## config.mk

```make
export PLATFORM = sky130hd
export DESIGN_NAME = prog_synth_frame_pulse_cfg
export DESIGN_NICKNAME = d
export VERILOG_FILES = /design/src/prog_synth_pkg.sv /design/src/prog_synth_frame_pulse_cfg.sv /design/src/prog_nco.sv
export SDC_FILE = /design/constraint.sdc
export NUM_CORES = 1
export LEC_CHECK = 0
export ABC_AREA = 1
export ABC_CLOCK_PERIOD_IN_PS = 8550
export BUFFER_PORTS_ARGS = -buffer_cell sky130_fd_sc_hd__buf_4
export CORE_UTILIZATION = 55
export CTS_CLUSTER_SIZE = 12
export DETAILED_ROUTE_END_ITERATION = 12
export PLACE_DENSITY_LB_ADDON = 0.08
export SLEW_MARGIN = 10
export SYNTH_ARGS = -nofsm -noshare
export SYNTH_HDL_FRONTEND = slang
export SYNTH_SLANG_ARGS = --single-unit
```

## constraint.sdc

```tcl
create_clock -name CLOCK_IN -period 8.55 [get_ports CLOCK_IN]
set_input_delay 0.855 -clock CLOCK_IN [delete_from_list [all_inputs] [get_ports CLOCK_IN]]
set_output_delay 0.855 -clock CLOCK_IN [all_outputs]
set_load 0.05 [all_outputs]
```

## src/prog_synth_pkg.sv

```systemverilog
// constants for the programmable clock and frame pulse synthesizer
package prog_synth_pkg;
  // register byte addresses
  localparam logic [7:0] ADDR_MULT_LOW = 8'h38;
  localparam logic [7:0] ADDR_MULT_HIGH = 8'h39;
  localparam logic [7:0] ADDR_QUADRANT = 8'h3a;
  localparam logic [7:0] ADDR_FINE_DELAY = 8'h3d;
  localparam logic [7:0] ADDR_RATE_SEL = 8'h3e;
  localparam logic [7:0] ADDR_SHAPE = 8'h3f;
  localparam logic [7:0] ADDR_OFS_LOW = 8'h40;
  localparam logic [7:0] ADDR_OFS_MID = 8'h41;
  localparam logic [7:0] ADDR_OFS_HIGH = 8'h42;
  // values after reset
  localparam logic [7:0] RST_MULT_LOW = 8'h00;
  localparam logic [5:0] RST_MULT_HIGH = 6'h01;
  localparam logic [1:0] RST_QUADRANT = 2'h0;
  localparam logic [7:0] RST_FINE_DELAY = 8'h00;
  localparam logic [3:0] RST_RATE_SEL = 4'h5;
  localparam logic [7:0] RST_SHAPE = 8'h83;
  localparam logic [7:0] RST_OFS_BYTE = 8'h00;
  localparam logic [5:0] RST_OFS_HIGH = 6'h00;
  // shape register field positions
  localparam int SHAPE_STYLE_BIT = 0;
  localparam int SHAPE_EDGE_BIT = 1;
  localparam int SHAPE_WIDTH_LSB = 4;
  localparam int SHAPE_POL_BIT = 7;
  localparam logic [7:0] SHAPE_MASK = 8'hf3;
  // timing, system clock 50 MHz
  localparam longint CLK_HZ = 50_000_000;
  localparam real ONE_HZ_HIGH_MS = 4.0;
  localparam logic [25:0] ONE_HZ_HIGH_CYC = 26'(int'(ONE_HZ_HIGH_MS * real'(CLK_HZ) / 1000.0));
  localparam logic [12:0] CYC_PER_8K = 13'(CLK_HZ / 8000);
  // nco increment per unit of N: 8 kHz * 2^32 / clk, scaled by 2^12
  localparam logic [31:0] NCO_STEP_X4096 = 32'ha7c5_ac47;
  // fine offset unit is 1/262.144 MHz = 3125/16384 system cycles
  localparam logic [11:0] FINE_OFS_MUL = 12'hc35;
  localparam int FINE_OFS_SHIFT = 14;
  // rate and width codes
  localparam logic [3:0] RATE_1HZ = 4'h8;
  localparam logic [2:0] WIDTH_ONE_CYCLE = 3'h7;
endpackage : prog_synth_pkg

```

## src/prog_synth_frame_pulse_cfg.sv

```systemverilog
// programmable synthesizer registers, clock generation and frame pulse shaping
// What this block does
// RULE_01: clock output at N times 8 kHz; N bits 13:8 from high multiplier bits 5:0.
// RULE_02: N bits 7:0 come from the low multiplier register.
// RULE_03: two-bit quadrant code shifts clock phase by 0, 90, 180 or 270 degrees.
// RULE_04: signed 8-bit fine delay, 119.2 ps steps, applies to clock and frame pulse.
// RULE_05: four-bit code selects frame rate from 166.67 Hz up to 64 kHz, or 1 Hz.
// RULE_06: style bit picks 50% clock (4 ms high at 1 Hz) or frame pulse.
// RULE_07: edge bit aligns pulse to rising or falling clock edge; 1 Hz uses rising.
// RULE_08: width code picks one period of 4.096..65.536 MHz, or one clock cycle.
// RULE_09: host must pick one-cycle width when clock is not an E1 multiple.
// RULE_10: polarity bit drives frame output positive or negative.
// RULE_11: 22-bit frame offset; low sixteen bits count 262.144 MHz periods.
// RULE_12: offset bits 7:0 from low byte register, bits 15:8 from mid byte.
// RULE_13: offset bits 21:16 from high byte register, in whole 8 kHz cycles.
// RULE_14: multi-byte values are applied together, never as a partial update.
`timescale 1ns/1ps
module prog_synth_frame_pulse_cfg
  import prog_synth_pkg::*;
(
  input wire logic CLOCK_IN,
  input wire logic RST_N_IN,
  input wire logic [7:0] REG_ADDR_IN,
  input wire logic REG_WR_IN,
  input wire logic [7:0] REG_WDATA_IN,
  output logic [7:0] REG_RDATA_OUT,
  output logic PROG_CLK_OUT,
  output logic FRAME_PULSE_OUT,
  output logic [7:0] FINE_DELAY_OUT
);
  typedef enum logic [1:0] {IDLE, ARMED, PULSE} frame_state_type;

  // staged register bytes, as seen by the host
  logic [7:0] mult_low_q;
  logic [5:0] mult_high_q;
  logic [1:0] quadrant_q;
  logic [7:0] fine_delay_q;
  logic [3:0] rate_sel_q;
  logic [7:0] shape_q;
  logic [7:0] ofs_low_q;
  logic [7:0] ofs_mid_q;
  logic [5:0] ofs_high_q;
  // committed multi-byte values used by the synthesizer
  logic [13:0] mult_act_q;
  logic [21:0] ofs_act_q;
  logic [31:0] nco_step_q;

  logic nco_clk;
  logic nco_rise;
  logic nco_fall;
  logic [25:0] frame_cnt_q;
  logic [25:0] frame_period;
  logic [19:0] ofs_cycles;
  logic frame_hit;
  logic sync_edge;
  frame_state_type state_q;
  logic [3:0] width_cnt_q;
  logic [3:0] width_cycles;
  logic style_level;
  logic raw_pulse;
  logic wr_sel;

  // frame period in system cycles for a rate code; unlisted codes fall back to 8 kHz
  function automatic logic [25:0] rate_period(input logic [3:0] code);
    case (code)
      4'h0: rate_period = 26'd300000;
      4'h1: rate_period = 26'd125000;
      4'h2: rate_period = 26'd50000;
      4'h3: rate_period = 26'd25000;
      4'h4: rate_period = 26'd12500;
      4'h5: rate_period = 26'd6250;
      4'h6: rate_period = 26'd1562;
      4'h7: rate_period = 26'd781;
      4'h8: rate_period = 26'(CLK_HZ);
      default: rate_period = 26'd6250;
    endcase
  endfunction : rate_period

  // pulse width in system cycles, rounded to at least one cycle
  function automatic logic [3:0] width_len(input logic [2:0] code);
    case (code)
      3'h0: width_len = 4'd12;
      3'h1: width_len = 4'd6;
      3'h2: width_len = 4'd3;
      3'h3: width_len = 4'd2;
      3'h4: width_len = 4'd1;
      default: width_len = 4'd1;
    endcase
  endfunction : width_len

  assign wr_sel = REG_WR_IN;

  // host writes; reserved bits are not stored
  always_ff @(posedge CLOCK_IN or negedge RST_N_IN) begin
    if (!RST_N_IN) begin
      mult_low_q <= RST_MULT_LOW;
      mult_high_q <= RST_MULT_HIGH;
      quadrant_q <= RST_QUADRANT;
      fine_delay_q <= RST_FINE_DELAY;
      rate_sel_q <= RST_RATE_SEL;
      shape_q <= RST_SHAPE & SHAPE_MASK;
      ofs_low_q <= RST_OFS_BYTE;
      ofs_mid_q <= RST_OFS_BYTE;
      ofs_high_q <= RST_OFS_HIGH;
    end else if (wr_sel) begin
      case (REG_ADDR_IN)
        ADDR_MULT_LOW: mult_low_q <= REG_WDATA_IN; // see RULE_02
        ADDR_MULT_HIGH: mult_high_q <= REG_WDATA_IN[5:0]; // see RULE_01
        ADDR_QUADRANT: quadrant_q <= REG_WDATA_IN[1:0];
        ADDR_FINE_DELAY: fine_delay_q <= REG_WDATA_IN;
        ADDR_RATE_SEL: rate_sel_q <= REG_WDATA_IN[3:0];
        ADDR_SHAPE: shape_q <= REG_WDATA_IN & SHAPE_MASK;
        ADDR_OFS_LOW: ofs_low_q <= REG_WDATA_IN;
        ADDR_OFS_MID: ofs_mid_q <= REG_WDATA_IN;
        ADDR_OFS_HIGH: ofs_high_q <= REG_WDATA_IN[5:0];
        default: ;
      endcase
    end
  end

  // writing the top byte commits the whole value, so partial updates never act
  always_ff @(posedge CLOCK_IN or negedge RST_N_IN) begin
    if (!RST_N_IN) begin
      mult_act_q <= {RST_MULT_HIGH, RST_MULT_LOW};
      ofs_act_q <= {RST_OFS_HIGH, RST_OFS_BYTE, RST_OFS_BYTE};
    end else begin
      if (wr_sel && REG_ADDR_IN == ADDR_MULT_HIGH) begin
        mult_act_q <= {REG_WDATA_IN[5:0], mult_low_q}; // see RULE_14 see RULE_01 see RULE_02
      end
      if (wr_sel && REG_ADDR_IN == ADDR_OFS_HIGH) begin
        ofs_act_q <= {REG_WDATA_IN[5:0], ofs_mid_q, ofs_low_q}; // see RULE_14 see RULE_12 see RULE_13
      end
    end
  end

  // registered read data; unmapped addresses and reserved bits read zero
  always_ff @(posedge CLOCK_IN or negedge RST_N_IN) begin
    if (!RST_N_IN) begin
      REG_RDATA_OUT <= 8'h00;
    end else begin
      case (REG_ADDR_IN)
        ADDR_MULT_LOW: REG_RDATA_OUT <= mult_low_q;
        ADDR_MULT_HIGH: REG_RDATA_OUT <= {2'h0, mult_high_q};
        ADDR_QUADRANT: REG_RDATA_OUT <= {6'h00, quadrant_q};
        ADDR_FINE_DELAY: REG_RDATA_OUT <= fine_delay_q;
        ADDR_RATE_SEL: REG_RDATA_OUT <= {4'h0, rate_sel_q};
        ADDR_SHAPE: REG_RDATA_OUT <= shape_q;
        ADDR_OFS_LOW: REG_RDATA_OUT <= ofs_low_q;
        ADDR_OFS_MID: REG_RDATA_OUT <= ofs_mid_q;
        ADDR_OFS_HIGH: REG_RDATA_OUT <= {2'h0, ofs_high_q};
        default: REG_RDATA_OUT <= 8'h00;
      endcase
    end
  end

  // nco step from committed N; registered to keep the multiply off the accumulator path
  always_ff @(posedge CLOCK_IN or negedge RST_N_IN) begin
    if (!RST_N_IN) begin
      nco_step_q <= 32'h0000_0000;
    end else begin
      nco_step_q <= 32'((46'(mult_act_q) * 46'(NCO_STEP_X4096)) >> 12); // see RULE_01
    end
  end

  prog_nco u_nco (
    .clk_in(CLOCK_IN),
    .rst_n_in(RST_N_IN),
    .step_in(nco_step_q),
    .quadrant_in(quadrant_q),
    .clk_out(nco_clk),
    .rise_out(nco_rise),
    .fall_out(nco_fall)
  );

  // the sub-cycle delay goes to the output delay line on both pins
  always_ff @(posedge CLOCK_IN or negedge RST_N_IN) begin
    if (!RST_N_IN) begin
      FINE_DELAY_OUT <= RST_FINE_DELAY;
    end else begin
      FINE_DELAY_OUT <= fine_delay_q; // see RULE_04
    end
  end

  always_ff @(posedge CLOCK_IN or negedge RST_N_IN) begin
    if (!RST_N_IN) begin
      PROG_CLK_OUT <= 1'b0;
    end else begin
      PROG_CLK_OUT <= nco_clk;
    end
  end

  // frame timebase and offset; coarse in 8 kHz cycles, fine in 262.144 MHz periods
  assign frame_period = rate_period(rate_sel_q); // see RULE_05
  // widen before the multiply: 63 whole 8 kHz cycles need 19 bits
  assign ofs_cycles = (20'(ofs_act_q[21:16]) * 20'(CYC_PER_8K))
                    + 20'((28'(ofs_act_q[15:0]) * 28'(FINE_OFS_MUL)) >> FINE_OFS_SHIFT); // see RULE_11 see RULE_13
  // an offset beyond the frame period never matches, so no pulse is produced
  assign frame_hit = (frame_cnt_q == 26'(ofs_cycles));

  always_ff @(posedge CLOCK_IN or negedge RST_N_IN) begin
    if (!RST_N_IN) begin
      frame_cnt_q <= 26'h000_0000;
    end else if (frame_cnt_q >= frame_period - 26'd1) begin
      frame_cnt_q <= 26'h000_0000;
    end else begin
      frame_cnt_q <= frame_cnt_q + 26'd1;
    end
  end

  // falling edge is not offered at 1 Hz
  assign sync_edge = (shape_q[SHAPE_EDGE_BIT] && rate_sel_q != RATE_1HZ) ? nco_fall : nco_rise; // see RULE_07
  assign width_cycles = width_len(shape_q[SHAPE_WIDTH_LSB +: 3]); // see RULE_08

  // frame pulse sequencer: arm at offset, start on the chosen edge, hold for the width
  always_ff @(posedge CLOCK_IN or negedge RST_N_IN) begin
    if (!RST_N_IN) begin
      state_q <= IDLE;
      width_cnt_q <= 4'h0;
    end else begin
      case (state_q)
        IDLE: begin
          if (frame_hit) begin
            state_q <= ARMED;
          end
        end
        ARMED: begin
          if (sync_edge) begin
            state_q <= PULSE; // see RULE_07
            width_cnt_q <= width_cycles;
          end
        end
        PULSE: begin
          if (shape_q[SHAPE_WIDTH_LSB +: 3] == WIDTH_ONE_CYCLE) begin
            if (sync_edge) begin
              state_q <= IDLE; // see RULE_08
            end
          end else if (width_cnt_q <= 4'd1) begin
            state_q <= IDLE; // see RULE_08
          end else begin
            width_cnt_q <= width_cnt_q - 4'd1;
          end
        end
        default: state_q <= IDLE;
      endcase
    end
  end

  // clock style: high for half the frame, or 4 ms at 1 Hz
  assign style_level = (rate_sel_q == RATE_1HZ) ? (frame_cnt_q < ONE_HZ_HIGH_CYC)
                                                : (frame_cnt_q < (frame_period >> 1)); // see RULE_06
  assign raw_pulse = shape_q[SHAPE_STYLE_BIT] ? (state_q == PULSE) : style_level; // see RULE_06

  always_ff @(posedge CLOCK_IN or negedge RST_N_IN) begin
    if (!RST_N_IN) begin
      FRAME_PULSE_OUT <= 1'b0;
    end else begin
      FRAME_PULSE_OUT <= raw_pulse ^ shape_q[SHAPE_POL_BIT]; // see RULE_10
    end
  end
endmodule : prog_synth_frame_pulse_cfg

```

## src/prog_nco.sv

```systemverilog
// phase accumulator that makes the programmable clock with quadrant shift
`timescale 1ns/1ps
module prog_nco
  import prog_synth_pkg::*;
(
  input wire logic clk_in,
  input wire logic rst_n_in,
  input wire logic [31:0] step_in,
  input wire logic [1:0] quadrant_in,
  output logic clk_out,
  output logic rise_out,
  output logic fall_out
);
  logic [31:0] acc_q;
  logic [31:0] phase;
  logic prev_q;

  // accumulator; frequency is step * 50 MHz / 2^32, so jitter is one system cycle
  always_ff @(posedge clk_in or negedge rst_n_in) begin
    if (!rst_n_in) begin
      acc_q <= 32'h0000_0000;
    end else begin
      acc_q <= acc_q + step_in;
    end
  end

  // quadrant adds a quarter turn per code step
  assign phase = acc_q + {quadrant_in, 30'h0000_0000}; // see RULE_03

  // registered clock level and edge strobes
  always_ff @(posedge clk_in or negedge rst_n_in) begin
    if (!rst_n_in) begin
      clk_out <= 1'b0;
      prev_q <= 1'b0;
    end else begin
      clk_out <= phase[31];
      prev_q <= clk_out;
    end
  end

  assign rise_out = clk_out & ~prev_q;
  assign fall_out = ~clk_out & prev_q;
endmodule : prog_nco

```

==> metrics.md, run 1 <==
| Metric | Value |
|---|---|
| Hold Buf Count CTS | 0 |
| Period utilization | 0.765 |
| Synth warn | 0 |
| Postcts setup bufs | 0 |
| CTS Buf Count | 17 |
| Crit-path slowest cell | fa_1 |
| Initial Utilization | 0.557 |
| Max Buffers Root-to-Sink | 2 |
| Worst Hold Class | input port to async pin |
| Drt drc | 0 |
| CP Launch Type | flop |
| Unique cell type count in the Yosys netlist | 55 |
| Core area | between 40000 and 50000 µm² |
| Post-cts sizing count | 0 |
| DRT Pass-1 Iters | 7 |
| CP max FO | 6 |
| Total wire length | ~62 mm |
| Synth top area share | 0.223 |
| DP HPWL | around 53 mm |
| Num rows | 74 |
| Ys async rst share | 1.00 |
| Vias in the first global route | 18800 |
| Post-synth top flop | dfrtp_1 |
| GRT overflow | 0 |
| Via density | ~5.5 |
| Nets@finish | 3370 |
| Post-Layout Inst Area | ~24000 µm² |
| Setup TNS | 0 ns |
| Fraction of layout cells with a size suffix above 1 | 0.0432 |
| Setup crit end kind | flop |
| Pin count of the biggest net entering global routing | approximately 70 |
| Slew HR | 0.322 |
| Req. time, crit path | between 8 and 9 ns |
| Chip width | about 210 µm |
| Total Routing Usage GR | 0.312 |
| CTS tree | done |
| RSZ-0062 raised after global routing | no |
| CP most frequent cell | nand2_1 |
| Slew Viols, Final | 0 |
| Synth Cell Area | 22800 µm² |
| Clk sinks | around 200 |
| P&R area growth vs syn | 6.61% |
| Finish-stage setup viols | 0 |
| Total number of vias | 18300 |
| Status | finished clean |
| Mean Syn Cell Area | 8.36 µm² |
| Mapped Cells | 2721 |
| First-pass GRT wire length | approximately 100 mm |
| Crit-path max cell delay | roughly 0.54 ns |
| RePlAce Congestion | ~0.98 |
| Initial DRC Count | 880 |
| Ports | 37 |
| Drt wl/cell | between 15 and 20 µm |
| Yosys top cell by area | ha_1 |
| Synth area leaders | ha_1 22%, dfrtp_1 21%, fa_1 16% |
| Tmin final | between 6 and 7 ns |
| FF+latch count, synth | 195 |
| Number of synthesized flops with an enable pin | 0 |
| Sequential area share after synthesis | 0.215 |
| Post-Syn Nets | 3328 |
| Maxcap violations | 0 |
| Worst slew pin tran | 1.02 ns |
| ANT nets after route | 0 |
| Fillers | between 3000 and 4000 |
| Clock Skews | roughly 0.019 ns |
| Initial antenna violation count | 1 |
| Die area | ~42000 µm² |
| Fmax | about 150 MHz |
| Die height | between 200 and 250 µm |
| Final Hold Fails | 0 |
| Clk_lat worst skew | 0.49 ns |
| Crit path kind | flop to flop |
| Clock slew seen by the registers of the worst setup and hold paths | 0.08 ns |
| Number of port buffers | 36 |
| CTS HTree Levels | 4 |
| Dpl cell area | between 20000 and 25000 µm² |
| CTS Root Cell | clkbuf_16 |
| Data arrival time of the critical path | approximately 7 ns |
registers in the layout, summed over array words and instances, names as in the netlist, 2 cells and up:
name,count
u_nco.acc_q,32
state_q,2
nco_step_q,32
ofs_mid_q,8
FINE_DELAY_OUT,8
frame_cnt_q,26
rate_sel_q,4
mult_low_q,8
quadrant_q,2
ofs_high_q,6
shape_q,6
ofs_act_q,16
fine_delay_q,8
width_cnt_q,4
REG_RDATA_OUT,8
ofs_low_q,8
mult_high_q,6
mult_act_q,8
layout by cell type (no fill, tap or decap), drive strengths merged, types with 9 or more instances in the layout:
cell type	Yosys	layout
fa	183	183
ha	405	405
clkbuf	15	19
a21oi	159	159
xor2	69	69
nand2	487	487
nand4	33	33
o21a	16	16
dfrtp	189	189
inv	504	512
nand3	83	83
nor2	196	196
o21bai	12	12
o211ai	9	9
a31oi	21	21
o21ai	154	154
xnor2	51	51
nor4	10	10
a21boi	9	9
nor3	37	37
buf	3	40
synth_stat cells (6+ instances only):
cell / instances
inv_1: 491
nand2_1: 484
ha_1: 405
nor2_1: 190
dfrtp_1: 189
fa_1: 183
a21oi_1: 157
o21ai_0: 114
nand3_1: 81
xor2_1: 69
xnor2_1: 51
o21ai_1: 40
nor3_1: 34
nand4_1: 32
a31oi_1: 21
o21a_1: 16
clkbuf_1: 15
inv_2: 13
o21bai_1: 12
o211ai_1: 9
a21boi_1: 8
a21o_1: 8
a221oi_1: 8
nor4_1: 8
nand3b_1: 7
o22ai_1: 7
dfstp_2: 6
o2111ai_1: 6
critical path, delay by kind of cell (launching register included):
family / cells / cell delay, ns
flip-flops: 1 / 0.44
adder cells (fa/ha/maj): 7 / 2.41
AND/OR/NAND/NOR: 23 / 2.24
buffers and inverters: 3 / 0.17
AO/OA/AOI/OAI: 3 / 0.78
XOR/XNOR: 2 / 0.44
layer usage:
layer	routed length [µm]	global-route usage
met1	25900	0.381
met4	2750	0.138
met2	31300	0.555
met5	0	0
met3	2080	0.0333
per-stage QoR:
| step | hold WS (ns) | std cells | util | worst slack (ns) |
|---|---|---|---|---|
| 3_5_place_dp | 0.403 | 3276 | 0.580 | 2.02 |
| 3_3_place_gp | 0.397 | 3276 | 0.580 | 2.18 |
| 6_report | 0.377 | 3309 | 0.594 | 2.01 |
| 5_1_grt | 0.410 | 3309 | 0.594 | 1.38 |
| 4_1_cts | 0.382 | 3308 | 0.594 | 2.00 |
| 2_1_floorplan | 0.374 | 2721 | - | 2.91 |
logic make-up after synthesis:
| logic type | Yosys count | synth area share |
|---|---|---|
| other | 1 | 0.000165 |
| and+or+nand+nor | 863 | 0.160 |
| xor gates and xnor gates | 120 | 0.0462 |
| buffers and inverters | 522 | 0.0863 |
| muxes | 3 | 0.00148 |
| adders and majority gates | 588 | 0.384 |
| AOI/OAI and AO/OA | 429 | 0.107 |
| DFF | 195 | 0.215 |
cell type report:
class	count	area, µm²	share of cell area
tap	532	666	0.0274
inverter	504	1890	0.0780
sequential	195	4890	0.201
clock buffer	18	429	0.0177
antenna	1	2.50	0.000103
timing repair buffer	41	314	0.0129
clock inverter	14	164	0.00676
multi-input combinational	2004	15900	0.656
final timing paths:
kind | cells past startpoint | slack (ns) | startpoint | to
max | 38 | 2.01 | ofs_act_q[2] | state_q[0]
min | 1 | 0.38 | RST_N_IN | ofs_act_q[13]
max reg2reg | 38 | 2.01 | ofs_act_q[2] | state_q[0]
min reg2reg | 0 | 0.41 | fine_delay_q[2] | FINE_DELAY_OUT[2]
max in group asynchronous | 2 | 6.84 | RST_N_IN | frame_cnt_q[13]
min in group CLOCK_IN | 0 | 0.41 | fine_delay_q[2] | FINE_DELAY_OUT[2]
Power of run 1 is not shown: default switching activity piles up to over one toggle a cycle in this logic, so the estimate is an artifact.
==> run 2, diff against run 1 <==
--- a/config.mk
+++ b/config.mk
@@ -5,8 +5,8 @@
 export SDC_FILE = /design/constraint.sdc
 export NUM_CORES = 1
 export LEC_CHECK = 0
-export ABC_AREA = 1
-export ABC_CLOCK_PERIOD_IN_PS = 8550
+export ABC_AREA = 0
+export ABC_CLOCK_PERIOD_IN_PS = 5900
 export BUFFER_PORTS_ARGS = -buffer_cell sky130_fd_sc_hd__buf_4
 export CORE_UTILIZATION = 55
 export CTS_CLUSTER_SIZE = 12
==> constraint.sdc (replaced) <==
create_clock -name CLOCK_IN -period 5.9 [get_ports CLOCK_IN]
set_input_delay 0.59 -clock CLOCK_IN [delete_from_list [all_inputs] [get_ports CLOCK_IN]]
set_output_delay 0.59 -clock CLOCK_IN [all_outputs]
set_load 0.05 [all_outputs]
==> run 2 against run 1 <==
  * The run now ends with negative setup slack left
  * Clock-buffer cell count increased by 2
  * Cell count shrank 16%
  * Global-route usage shrank 4.1 points
  * Register-to-register slack got worse by 2.9 ns
  * Non-clock buffer count rose by 142
  * Flip-flop and latch count is the same
  * Critical path depth down 10
  * Clock skew decreased by 0.0037 ns
  * Synthesized cell count shrank 24%
  * Critical path type unchanged
==> metrics.md, run 2 <==
| Metric | Value |
|---|---|
| Status | finished, violations left |
| Failing checks | negative setup slack |
| PnR worst setup slack | -0.889 ns |
| Total Power | 0.00446 W |
| Ports | 37 |
| Num rows | 71 |
| Most common cell after layout, fill and taps aside | ha_1 |
| Worst Hold Class | input port to async pin |
| Total wire length | about 50 mm |
| R2R cell count | 28 |
| CTS HTree Levels | 4 |
| WHS | around 0.14 ns |
| Total number of vias | 15400 |
| Maxcap violations | 0 |
| Unique cell type count in the Yosys netlist | 79 |
| Die area | just under 40000 µm² |
| R2r startpoint | ofs_act_q[8] |
| Leakage | 13.6 nW |
| Top-count cell post-synth | ha_1 |
| Total Routing Usage GR | 0.271 |
| CP Launch Type | flop |
| Ys async rst share | 1.00 |
| Clock slew seen by the registers of the worst setup and hold paths | 0.09 ns |
| Clk_lat worst skew | 0.46 ns |
| Commonest cells in the synthesized netlist | 405 x ha_1, 294 x inv_1, 189 x dfrtp_1 |
| Nets@finish | ~2900 |
| Tmin final | 6.79 ns |
| CTS Buf Count | 17 |
| Drt drc | 0 |
| RePlAce Congestion | a little over 0.9 |
| First-pass GRT wire length | 83.1 mm |
| CP most frequent cell | o21a_1 |
| Req. time, crit path | 6.28 ns |
| Mapped Cells | 2069 |
| Chip width | around 200 µm |
| Clock Skews | 0.0152 ns |
| Register-to-register setup slack | -0.89 ns |
| Synth Cell Area | approximately 21000 µm² |
| Worst reg2reg path endpoint | state_q[0] |
| Drt wl/cell | roughly 18 µm |
| Post-synth top flop | dfrtp_1 |
| Most frequent cells in the layout | 391 x ha_1, 291 x inv_1, 185 x dfrtp_1 |
| Synth top area share | 0.238 |
| Crit-path slowest cell | fa_1 |
| Initial Utilization | 0.562 |
| Sequential area share after synthesis | 0.229 |
| Post-Layout Inst Area | approximately 24000 µm² |
| CTS Root Cell | clkbuf_16 |
| Final Core Density | 0.633 |
| GRT overflow | 0 |
| Fmax | between 100 and 150 MHz |
| Dpl cell area | about 23000 µm² |
| Mean Syn Cell Area | 10.3 µm² |
| Synth warn | 0 |
| Synth area leaders | ha_1 24%, dfrtp_1 22%, fa_1 17% |
| Clk sinks | 195 |
| Yosys top cell by area | ha_1 |
| Period utilization | 1.15 |
| RSZ-0062 raised after global routing | yes |
| Finish-stage setup viols | 1 |
| Number of port buffers | 36 |
| Pin count of the biggest net entering global routing | 75 |
| Crit-path max cell delay | approximately 0.54 ns |
| Max Buffers Root-to-Sink | 2 |
| FF+latch count, synth | 195 |
| CTS tree | done |
| DP HPWL | a little over 40 mm |
| Vias in the first global route | roughly 16000 |
| Fraction of layout cells with a size suffix above 1 | 0.156 |
| Initial antenna violation count | 1 |
| Slew HR | 0.312 |
| Data arrival time of the critical path | approximately 7.2 ns |
| P&R area growth vs syn | 12.6% |
| Biggest regs | nco_step_q (32), u_nco.acc_q (32), frame_cnt_q (26) |
| Core area | ~38000 µm² |
| Slew Viols, Final | 0 |
| Worst slew pin tran | between 1 and 1.5 ns |
| Via density | roughly 5.5 |
| Crit path kind | flop to flop |
| Initial DRC Count | around 750 |
| Final Hold Fails | 0 |
| Post-Syn Nets | approximately 2700 |
| Die height | 199 µm |
| ANT nets after route | 0 |
| Number of synthesized flops with an enable pin | 0 |
| Setup crit end kind | flop |
| CP max FO | 4 |
| ANT cells | 0 |
| VDD IR max | 0.224 mV |
| Power Density | 186 nW/µm² |
| DRT Pass-1 Iters | 6 |
| Setup WS pre-CTS | -1.17 ns |
==> run 2: critical path: cells and delay by family (launching register included) <==
family | cells | cell delay (ns)
fa+ha+maj | 7 | 2.64
compound gates | 10 | 1.99
simple gates | 6 | 1.21
flops | 1 | 0.40
buf+inv | 3 | 0.27
xor+xnor | 2 | 0.20
==> run 2: layout make-up <==
cell class	count	area, µm²
multi-input cells	1556	15400
fillers	3152	13900
flip-flops and latches	195	4890
repair buffers	183	1380
inverters	294	1100
well taps	511	639
clock buffers	20	457
clock inverters	12	111
==> run 2: repair_timing <==
| action | CTS | global route |
|---|---|---|
| pin swaps | 22 | 7 |
| resized for setup | 10 | 23 |
| setup buffers | 2 | 6 |
| hold buffers | 0 | 0 |
| endpoints found under the setup margin | 1 | 17 |
==> run 2: power by group <==
part	internal [W]	switching [W]	leakage [nW]	total (W)
Clock	0.000580	0.000599	0.280	0.00118
Sequential	0.00154	0.000118	2.56	0.00166
Combinational	0.000713	0.000906	10.7	0.00162
Total	0.00283	0.00162	13.6	0.00446
==> run 2: logic make-up (layout without fill, tap and decap cells) <==
family	Yosys count	after routing	share of synthesized area
other cells	1	1	0.000176
simple gates	392	392	0.0920
xor+xnor	148	148	0.0611
mux	95	95	0.0491
flops	195	195	0.229
buf+inv	318	509	0.0559
fa+ha+maj	588	588	0.409
compound gates	332	332	0.103
==> run 2: worst max-delay path by stage <==
| stage | startpoint | end | slack, ns | depth (start not counted) |
|---|---|---|---|---|
| global placement | ofs_act_q[4] | state_q[0] | -1.07 | 27 |
| finish | ofs_act_q[8] | state_q[0] | -0.89 | 28 |
| floorplan | ofs_act_q[7] | state_q[0] | -0.72 | 31 |
| detailed placement | ofs_act_q[4] | state_q[0] | -1.17 | 28 |
| global route | ofs_act_q[2] | state_q[0] | -1.29 | 27 |
| CTS | ofs_act_q[7] | state_q[0] | -0.90 | 31 |
==> run 2: layer usage <==
layer	GRT usage	part of all wire
met5	0	0.00018
met4	0.0558	0.015
met3	0.0554	0.050
met2	0.413	0.44
met1	0.397	0.50
==> run 2: stage by stage <==
step / std cells / setup TNS (ns)
after detailed placement: 2731 / -1.17
after global routing: 2771 / -1.30
final: 2771 / -0.889
after floorplan: 2069 / -0.720
after global placement: 2731 / -1.07
after CTS: 2765 / -0.900
Power figures use the tool's default switching activity.
